[src/gct_pkg.sv]
// Constants for the gated compare timer
package gct_pkg;

  // ----------------------------------------------------------------
  // Register byte offsets
  // ----------------------------------------------------------------
  localparam logic [7:0] GCT_CTRL_OFS = 8'h00;
  localparam logic [7:0] GCT_COUNT_OFS = 8'h04;
  localparam logic [7:0] GCT_RELOAD_OFS = 8'h08;
  localparam logic [7:0] GCT_STATUS_OFS = 8'h0c;
  localparam logic [7:0] GCT_MASK_OFS = 8'h10;
  localparam logic [7:0] GCT_PINS_OFS = 8'h14;
  localparam logic [7:0] GCT_CAPTURE_OFS = 8'h18;

  // ----------------------------------------------------------------
  // Control field positions
  // ----------------------------------------------------------------
  localparam int GCT_CTRL_EN_BIT = 0;
  localparam int GCT_CTRL_POL_BIT = 1;
  localparam int GCT_CTRL_PRESCALE_SELECT_LSB = 2;
  localparam int GCT_CTRL_MODE_LSB = 5;
  localparam int GCT_CTRL_MODEHI_BIT = 8;
  localparam int GCT_CTRL_ALT_BIT = 9;
  localparam int GCT_CTRL_WIDTH = 10;
  localparam logic [9:0] GCT_CTRL_RESET = 10'h000;

  // ----------------------------------------------------------------
  // Status and mask bit positions
  // ----------------------------------------------------------------
  localparam int GCT_EV_RELOAD = 0;
  localparam int GCT_EV_DEASSERT = 1;
  localparam int GCT_EV_CAPTURE = 2;
  localparam int GCT_EV_COUNT = 3;

  // ----------------------------------------------------------------
  // Modes, counter values
  // ----------------------------------------------------------------
  localparam logic [3:0] GCT_MODE_COMPARE = 4'h5;
  localparam logic [3:0] GCT_MODE_GATED = 4'h6;
  // Code for capture restart, not fixed by the mode table
  localparam logic [3:0] GCT_MODE_CAPRST = 4'h8;
  localparam logic [15:0] GCT_COUNT_RESTART = 16'h0001;
  localparam logic [15:0] GCT_COUNT_RESET = 16'h0000;
  localparam logic [15:0] GCT_RELOAD_RESET = 16'h0000;
  localparam int GCT_PRESCALE_SELECT_WIDTH = 3;
  localparam int GCT_DIV_WIDTH = 7;

  // ----------------------------------------------------------------
  // Bus encodings
  // ----------------------------------------------------------------
  localparam logic [1:0] GCT_HTRANS_NONSEQ = 2'h2;
  localparam logic GCT_HRESP_OKAY = 1'b0;

endpackage : gct_pkg

[src/gct_sync.sv]
// Two-flop synchroniser for the timer input pin
`timescale 1ns/1ps
`default_nettype none

module gct_sync
(
  // Clock and reset
  input wire logic hclk,
  input wire logic hresetn,
  // Asynchronous input and its synchronised level
  input wire logic async_in,
  output logic sync_out
);

  logic meta_reg;

  always_ff @(posedge hclk or negedge hresetn)
  begin
    if (!hresetn)
    begin
      meta_reg <= 1'b0;
      sync_out <= 1'b0;
    end
    else
    begin
      meta_reg <= async_in;
      sync_out <= meta_reg;
    end
  end

endmodule : gct_sync

`default_nettype wire

[src/gct_prescaler.sv]
// Power-of-two prescaler giving a one-cycle count enable
`timescale 1ns/1ps
`default_nettype none

module gct_prescaler
  import gct_pkg::*;
(
  // Clock and reset
  input wire logic hclk,
  input wire logic hresetn,
  // Control
  input wire logic clear,
  input wire logic advance,
  input wire logic [GCT_PRESCALE_SELECT_WIDTH-1:0] prescale_select,
  // Count enable pulse
  output logic tick
);

  logic [GCT_DIV_WIDTH-1:0] div_reg;
  logic [GCT_DIV_WIDTH-1:0] div_mask;

  // Low prescale_select bits of the divider set
  assign div_mask = GCT_DIV_WIDTH'((8'h01 << prescale_select) - 8'h01);
  assign tick = advance && ((div_reg & div_mask) == div_mask);

  always_ff @(posedge hclk or negedge hresetn)
  begin
    if (!hresetn)
      div_reg <= '0;
    else if (clear)
      div_reg <= '0;
    else if (advance)
      div_reg <= div_reg + GCT_DIV_WIDTH'(1);
  end

endmodule : gct_prescaler

`default_nettype wire

[src/gct_timer.sv]
// Gated compare timer with AHB-Lite register slave
//
// Our own choices: the address map and register access over AHB-Lite.
`timescale 1ns/1ps
`default_nettype none

// Function
// Compare mode counts prescaled system clock, never the timer input.
// Software loads start count while timer disabled.
// Software loads compare value into reload; interval is difference times prescale.
// Software disables, configures, loads counts, then enables the timer.
// Gated mode advances only while input at polarity-selected active level.
// Gated mode interrupts on input deassertion and on reload.
// Gated mode counts to reload, interrupts, restarts at 0001, continues.
// Gated count clock is system clock gated by input, not input edges.
// Output toggles on each reload when alternate function enabled.
// Software compares input level to polarity to tell interrupt causes.
// Capture restart: polarity 0 captures rising edge, 1 falling edge.
// Prescaler divides by two to the 3-bit setting, cleared when disabled.
// Mode is high bit plus 3-bit field; 0101 compare, 0110 gated.
// While disabled the output follows the polarity bit.
// Compare match interrupts, toggles output if enabled, keeps counting.
module gct_timer
  import gct_pkg::*;
(
  // Clock and reset
  input wire logic hclk,
  input wire logic hresetn,
  // AHB-Lite slave
  input wire logic hsel,
  input wire logic [31:0] haddr,
  input wire logic [1:0] htrans,
  input wire logic hwrite,
  input wire logic [2:0] hsize,
  input wire logic [31:0] hwdata,
  input wire logic hready,
  output logic [31:0] hrdata,
  output logic hreadyout,
  output logic hresp,
  // Timer pins
  input wire logic timer_input_pin,
  output logic timer_output_pin,
  output logic timer_output_oe,
  // Interrupt
  output logic irq
);

  // ----------------------------------------------------------------
  // Declarations
  // ----------------------------------------------------------------
  logic [GCT_CTRL_WIDTH-1:0] ctrl_reg;
  logic [15:0] count_reg;
  logic [15:0] reload_reg;
  logic [15:0] capture_reg;
  logic [3:0] status_reg;
  logic [3:0] status_next;
  logic [3:0] mask_reg;
  logic [3:0] events;
  logic wr_pend_reg;
  logic [7:0] wr_addr_reg;
  logic addr_phase;
  logic [31:0] rd_value;
  logic input_sync;
  logic input_prev_reg;
  logic timer_en;
  logic input_polarity_bit;
  logic [GCT_PRESCALE_SELECT_WIDTH-1:0] prescale_select;
  logic [2:0] timer_mode_field;
  logic timer_mode_high_bit;
  logic alt_en;
  logic [3:0] mode;
  logic is_compare;
  logic is_gated;
  logic is_caprst;
  logic input_active;
  logic prescale_select_advance;
  logic tick;
  logic at_reload;
  logic reload_hit;
  logic deassert_hit;
  logic capture_edge;
  logic count_wr;
  logic ctrl_wr;

  // ----------------------------------------------------------------
  // Control fields
  // ----------------------------------------------------------------
  assign timer_en = ctrl_reg[GCT_CTRL_EN_BIT];
  assign input_polarity_bit = ctrl_reg[GCT_CTRL_POL_BIT];
  assign prescale_select = ctrl_reg[GCT_CTRL_PRESCALE_SELECT_LSB +: GCT_PRESCALE_SELECT_WIDTH];
  assign timer_mode_field = ctrl_reg[GCT_CTRL_MODE_LSB +: 3];
  assign timer_mode_high_bit = ctrl_reg[GCT_CTRL_MODEHI_BIT];
  assign alt_en = ctrl_reg[GCT_CTRL_ALT_BIT];
  // mode code
  assign mode = {timer_mode_high_bit, timer_mode_field};
  assign is_compare = (mode == GCT_MODE_COMPARE);
  assign is_gated = (mode == GCT_MODE_GATED);
  assign is_caprst = (mode == GCT_MODE_CAPRST);

  // ----------------------------------------------------------------
  // Timer input
  // ----------------------------------------------------------------
  gct_sync u_sync
  (
    .hclk(hclk),
    .hresetn(hresetn),
    .async_in(timer_input_pin),
    .sync_out(input_sync)
  );

  always_ff @(posedge hclk or negedge hresetn)
  begin
    if (!hresetn)
      input_prev_reg <= 1'b0;
    else
      input_prev_reg <= input_sync;
  end

  // Polarity 1 means active low
  assign input_active = input_sync ^ input_polarity_bit;

  // edge choice by polarity
  assign capture_edge = timer_en && is_caprst &&
    (input_polarity_bit ? (input_prev_reg && !input_sync)
                        : (!input_prev_reg && input_sync));

  // deassertion event
  assign deassert_hit = timer_en && is_gated &&
    ((input_prev_reg ^ input_polarity_bit) && !input_active);

  // ----------------------------------------------------------------
  // Prescaler
  // ----------------------------------------------------------------
  // system clock only; gate holds prescaler too
  assign prescale_select_advance = timer_en && (is_compare || is_caprst || (is_gated && input_active));

  // cleared while disabled
  gct_prescaler u_prescale_select
  (
    .hclk(hclk),
    .hresetn(hresetn),
    .clear(!timer_en),
    .advance(prescale_select_advance),
    .prescale_select(prescale_select),
    .tick(tick)
  );

  // ----------------------------------------------------------------
  // Counter
  // ----------------------------------------------------------------
  assign at_reload = (count_reg == reload_reg);
  assign reload_hit = tick && at_reload;

  always_ff @(posedge hclk or negedge hresetn)
  begin
    if (!hresetn)
      count_reg <= GCT_COUNT_RESET;
    else if (count_wr)
      count_reg <= hwdata[15:0];
    else if (capture_edge)
      count_reg <= GCT_COUNT_RESTART;
    else if (tick)
    begin
      // compare keeps counting past match
      if (is_compare || !at_reload)
        count_reg <= count_reg + 16'h0001;
      // restart at 0001
      else
        count_reg <= GCT_COUNT_RESTART;
    end
  end

  always_ff @(posedge hclk or negedge hresetn)
  begin
    if (!hresetn)
      capture_reg <= GCT_COUNT_RESET;
    else if (capture_edge)
      capture_reg <= count_reg;
  end

  // ----------------------------------------------------------------
  // Timer output
  // ----------------------------------------------------------------
  always_ff @(posedge hclk or negedge hresetn)
  begin
    if (!hresetn)
      timer_output_pin <= 1'b0;
    // idle level is polarity
    else if (!timer_en)
      timer_output_pin <= input_polarity_bit;
    // toggle on reload
    else if (reload_hit)
      timer_output_pin <= !timer_output_pin;
  end

  always_ff @(posedge hclk or negedge hresetn)
  begin
    if (!hresetn)
      timer_output_oe <= 1'b0;
    else
      timer_output_oe <= alt_en;
  end

  // ----------------------------------------------------------------
  // Events and interrupt
  // ----------------------------------------------------------------
  always_comb
  begin
    events = '0;
    // reload or compare match
    events[GCT_EV_RELOAD] = reload_hit;
    events[GCT_EV_DEASSERT] = deassert_hit;
    events[GCT_EV_CAPTURE] = capture_edge;
    events[GCT_EV_COUNT] = tick;
  end

  // New events win over a same-cycle clear
  always_comb
  begin
    status_next = status_reg;
    if (wr_pend_reg && wr_addr_reg == GCT_STATUS_OFS)
      status_next = status_next & ~hwdata[3:0];
    status_next = status_next | events;
  end

  always_ff @(posedge hclk or negedge hresetn)
  begin
    if (!hresetn)
      status_reg <= '0;
    else
      status_reg <= status_next;
  end

  always_ff @(posedge hclk or negedge hresetn)
  begin
    if (!hresetn)
      irq <= 1'b0;
    else
      irq <= |(status_next & mask_reg);
  end

  // ----------------------------------------------------------------
  // AHB-Lite slave
  // ----------------------------------------------------------------
  // Zero wait states; hsize ignored, whole words only
  assign addr_phase = hsel && hready && (htrans == GCT_HTRANS_NONSEQ || htrans[1]);
  assign ctrl_wr = wr_pend_reg && (wr_addr_reg == GCT_CTRL_OFS);
  assign count_wr = wr_pend_reg && (wr_addr_reg == GCT_COUNT_OFS);

  always_ff @(posedge hclk or negedge hresetn)
  begin
    if (!hresetn)
    begin
      wr_pend_reg <= 1'b0;
      wr_addr_reg <= 8'h00;
    end
    else
    begin
      wr_pend_reg <= addr_phase && hwrite && (haddr[31:8] == 24'h000000);
      wr_addr_reg <= haddr[7:0];
    end
  end

  always_ff @(posedge hclk or negedge hresetn)
  begin
    if (!hresetn)
      ctrl_reg <= GCT_CTRL_RESET;
    else if (ctrl_wr)
      ctrl_reg <= hwdata[GCT_CTRL_WIDTH-1:0];
  end

  always_ff @(posedge hclk or negedge hresetn)
  begin
    if (!hresetn)
      reload_reg <= GCT_RELOAD_RESET;
    else if (wr_pend_reg && wr_addr_reg == GCT_RELOAD_OFS)
      reload_reg <= hwdata[15:0];
  end

  always_ff @(posedge hclk or negedge hresetn)
  begin
    if (!hresetn)
      mask_reg <= '0;
    else if (wr_pend_reg && wr_addr_reg == GCT_MASK_OFS)
      mask_reg <= hwdata[3:0];
  end

  always_comb
  begin
    rd_value = 32'h00000000;
    if (haddr[31:8] == 24'h000000)
    begin
      case (haddr[7:0])
        GCT_CTRL_OFS: rd_value = {22'h000000, ctrl_reg};
        GCT_COUNT_OFS: rd_value = {16'h0000, count_reg};
        GCT_RELOAD_OFS: rd_value = {16'h0000, reload_reg};
        GCT_STATUS_OFS: rd_value = {28'h0000000, status_reg};
        GCT_MASK_OFS: rd_value = {28'h0000000, mask_reg};
        GCT_PINS_OFS: rd_value = {30'h00000000, timer_output_pin, input_sync};
        GCT_CAPTURE_OFS: rd_value = {16'h0000, capture_reg};
        default: rd_value = 32'h00000000;
      endcase
    end
  end

  // Read data sampled in the address phase, held for the data phase
  always_ff @(posedge hclk or negedge hresetn)
  begin
    if (!hresetn)
      hrdata <= 32'h00000000;
    else if (addr_phase && !hwrite)
      hrdata <= rd_value;
  end

  always_ff @(posedge hclk or negedge hresetn)
  begin
    if (!hresetn)
    begin
      hreadyout <= 1'b1;
      hresp <= GCT_HRESP_OKAY;
    end
    else
    begin
      hreadyout <= 1'b1;
      hresp <= GCT_HRESP_OKAY;
    end
  end

endmodule : gct_timer

`default_nettype wire

[config.mk]
export PLATFORM = sky130hd
export DESIGN_NAME = gct_timer
export DESIGN_NICKNAME = d
export VERILOG_FILES = /design/src/gct_pkg.sv /design/src/gct_sync.sv /design/src/gct_prescaler.sv /design/src/gct_timer.sv
export SDC_FILE = /design/constraint.sdc
export NUM_CORES = 1
export LEC_CHECK = 0
export BUFFER_PORTS_ARGS = -buffer_cell sky130_fd_sc_hd__buf_2
export CORE_UTILIZATION = 55
export DETAILED_ROUTE_END_ITERATION = 16
export PLACE_DENSITY = 0.79
export SKIP_LAST_GASP = 1
export SYNTH_ARGS = -nofsm -noshare
export SYNTH_HDL_FRONTEND = slang
export SYNTH_SLANG_ARGS = --single-unit
[constraint.sdc]
create_clock -name hclk -period 2.5 [get_ports hclk]
set_input_delay 0 -clock hclk [delete_from_list [all_inputs] [get_ports hclk]]
set_output_delay 0 -clock hclk [all_outputs]
set_load 0.02 [all_outputs]
==> flow_metrics.tcl <==
set metrics [dict create \
    synthAdderAreaFrac_pct 0.449 \
    hold-worst-slack_ps 33.1 \
    yosysUniqueCellTypes 76 \
    seq_power_share_pct 53.5 \
    tns_ps 0 \
    swShare_pct 22.6 \
    grt.met2_usage_pct 48.0 \
    hold_viol 0 \
    min_path_cells 5 \
    peakVddDrop_uv 316 \
    cp.required_ps 2810 \
    cts-root-buf "clkbuf_8" \
    min_period_ps 2280 \
    final_cell_mix "dfrtp_1, buf_2, nand2_1" \
    total_power_mw 3.19 \
    viasPerCell 6.19 \
    dieHeight_um 103 \
    ys_seq_elements 104 \
    combinationalPowerShare_pct 6.3 \
    placementRows 36 \
    max_clock_freq_mhz 438 \
    outcome "finished, final reports clean" \
    grt_pass1_vias 4396 \
    grt_overflow 0 \
    grt_max_degree 62 \
    numCtsBuffers 9 \
    core_sq_mm 0.00982 \
    synth-seq-area-share_pct 46.7 \
    crit_path_end_kind "register" \
    relSlewSlack_pct 56.4 \
    synth_edf_count 0 \
    place_inst 719 \
    synth_top_family_by_area "simple AND/OR/NAND/NOR gates" \
    start_kind "input port" \
    clk_latency_ps 380 \
    drtIter0Drc 416 \
    antenna_left 0 \
    reg2reg_depth 7 \
    power.leakage_nw 2.96 \
    global_route.usage.met3_pct 5.42 \
    p_int_mw 2.47 \
    cts_tree "built" \
    critical_path_class "in2reg" \
    synth_mux_area_share_pct 8.21 \
    io_pins 112 \
    grtUsageTotal_pct 29.0 \
    drt-total-wl_um 14400 \
    path_clk_slew_ps 100 \
    powerDensity_mw_per_mm2 489 \
    rsz0062_at_grt "no" \
    arrival_ps 2590 \
    dieArea_sq_mm 0.0105 \
    synth_flop_cell "dfrtp_1" \
    finalSetupViolations 0 \
    syn_to_final_growth_pct 17.1 \
    multi_input_area_sq_mm 0.00269 \
    cts_resized 0 \
    nets 701 \
    gp_congestion 0.973 \
    dp_hpwl_um 9950 \
    hp-class "in2reg" \
    floorplan.initialDensity_pct 56.8 \
    drive_above_1_share_pct 23.8 \
    post-cts-setup-buffers 0 \
    antenna_cells 0 \
    portBuffers 73 \
    synth_area_sq_mm 0.00558 \
    yosys.area_share.xor_xnor_pct 3.77 \
    synth-simple-area-share_pct 18.3 \
    seq_area_sq_mm 0.00260 \
    yosys_warnings 0 \
    drv_cap 0 \
    switchingPower_mw 0.723 \
    die-width_um 103 \
    mostFrequentLayoutCell "dfrtp_1" \
    clockPowerShare_pct 40.1 \
    grt.busiest_layer "met2" \
    grt_util_met1_pct 38.2 \
    slowest_delay_ps 630 \
    synthArstFlopShare_pct 100 \
    crit_chain "dlygate4sd3_1 > buf_2 > or4_4 > nor3_2 > and3_1 > a22o_1 > a221oi_1 > o21ai_1" \
    antenna_found_initial 0 \
    slew_viol_final 0 \
    cts_sinks 104 \
    grt_first_pass_wirelength_um 22700 \
    synth_compound_area_share_pct 16.3 \
    drcViolationCount 0 \
    instances_no_fill 762 \
    cts-hold-fix-buffers 27 \
    first_pass_iters 5 \
    min_period_over_period_pct 91.3 \
    cts_htree_levels 3 \
    syn_inst 527 \
    worstPathMaxFanout 12 \
    clockBufferDepth 2 \
    slowest_stage "and3_1" \
    wl_per_cell_um 18.9 \
    timing_worst_slew_pin_value_ps 654 \
    fin_skew_ps 11.4 \
    n_fill_cell 744 \
    syn_area_per_cell_sq_um 10.6 \
    via_count 4717 \
]
[cell usage after synthesis (8+ instances only)]
cell type,instances,area share (%)
mux2_1,17,3.4
nor2_1,23,1.5
buf_4,22,3.0
and3_1,9,1.0
nand2_1,58,3.9
mux2_2,17,3.4
buf_2,8,0.72
nand3_1,14,1.3
a22o_1,9,1.4
o21ai_1,16,1.4
clkbuf_1,8,0.54
dfrtp_1,104,47
o21ai_0,17,1.5
a21oi_1,11,0.99
xnor2_1,19,3.0
inv_1,14,0.94
nand4_1,15,1.7
nor4_1,8,0.90
and2_1,8,0.90
[stage by stage]
| step | util [%] | worst slack (ps) | area (sq um) |
|---|---|---|---|
| 2_1_floorplan | - | 510 | 5640 |
| 3_3_place_gp | 61.2 | 418 | 6010 |
| 3_5_place_dp | 61.2 | 366 | 6010 |
| 4_1_cts | 66.5 | 327 | 6530 |
| 5_1_grt | 66.5 | 142 | 6530 |
| 6_report | 66.5 | 217 | 6530 |
[final timing paths]
kind                                      start  slack [ps]                            to
worst max-delay path                   haddr[1]         220                     hrdata[5]
worst min-delay path                  haddr[17]          30                   wr_pend_reg
worst max register to register      ctrl_reg[6]         300                 count_reg[10]
worst min register to register  u_sync.meta_reg         360               u_sync.sync_out
max in group asynchronous               hresetn        1630                   wr_pend_reg
min in group asynchronous               hresetn         160  u_prescale_select.div_reg[3]
[worst max-delay path: cells and delay by family]
family | cells | cell delay (ps)
AO/OA/AOI/OAI | 3 | 500
AND/OR/NAND/NOR | 3 | 1420
buffers and inverters | 2 | 660
[per-layer routing]
layer / wire length, um / vias to the layer above
met5: 0 / -
met4: 394 / 0
met3: 1300 / 41
met2: 6980 / 268
met1: 5740 / 2305
li1: - / 2103
[logic make-up (layout without fill, tap and decap cells)]
family / Yosys count / count (layout)
compound gates: 119 / 119
fa+ha+maj: 2 / 2
simple gates: 178 / 178
buf+inv: 59 / 145
flops: 104 / 104
mux: 39 / 39
xor+xnor: 24 / 24
other cells: 2 / 18
[power groups by stage]
stage / Clock, mW / Combinational [mW] / Sequential (mW)
after global routing: 1.34 / 0.225 / 1.71
after floorplan: 0 / 0.0850 / 1.74
after global placement: 0 / 0.165 / 1.74
after CTS: 1.28 / 0.202 / 1.71
after detailed placement: 0 / 0.168 / 1.74
final: 1.28 / 0.202 / 1.71
[cell type report]
| cell class | count | area share, % |
|---|---|---|
| tap | 133 | 2.55 |
| timing repair buffer | 114 | 11.8 |
| inverter | 15 | 0.863 |
| sequential | 104 | 39.9 |
| multi-input combinational | 380 | 41.2 |
| clock buffer | 11 | 2.17 |
| clock inverter | 5 | 1.59 |
Note: power is estimated with default switching activity, not from simulation.
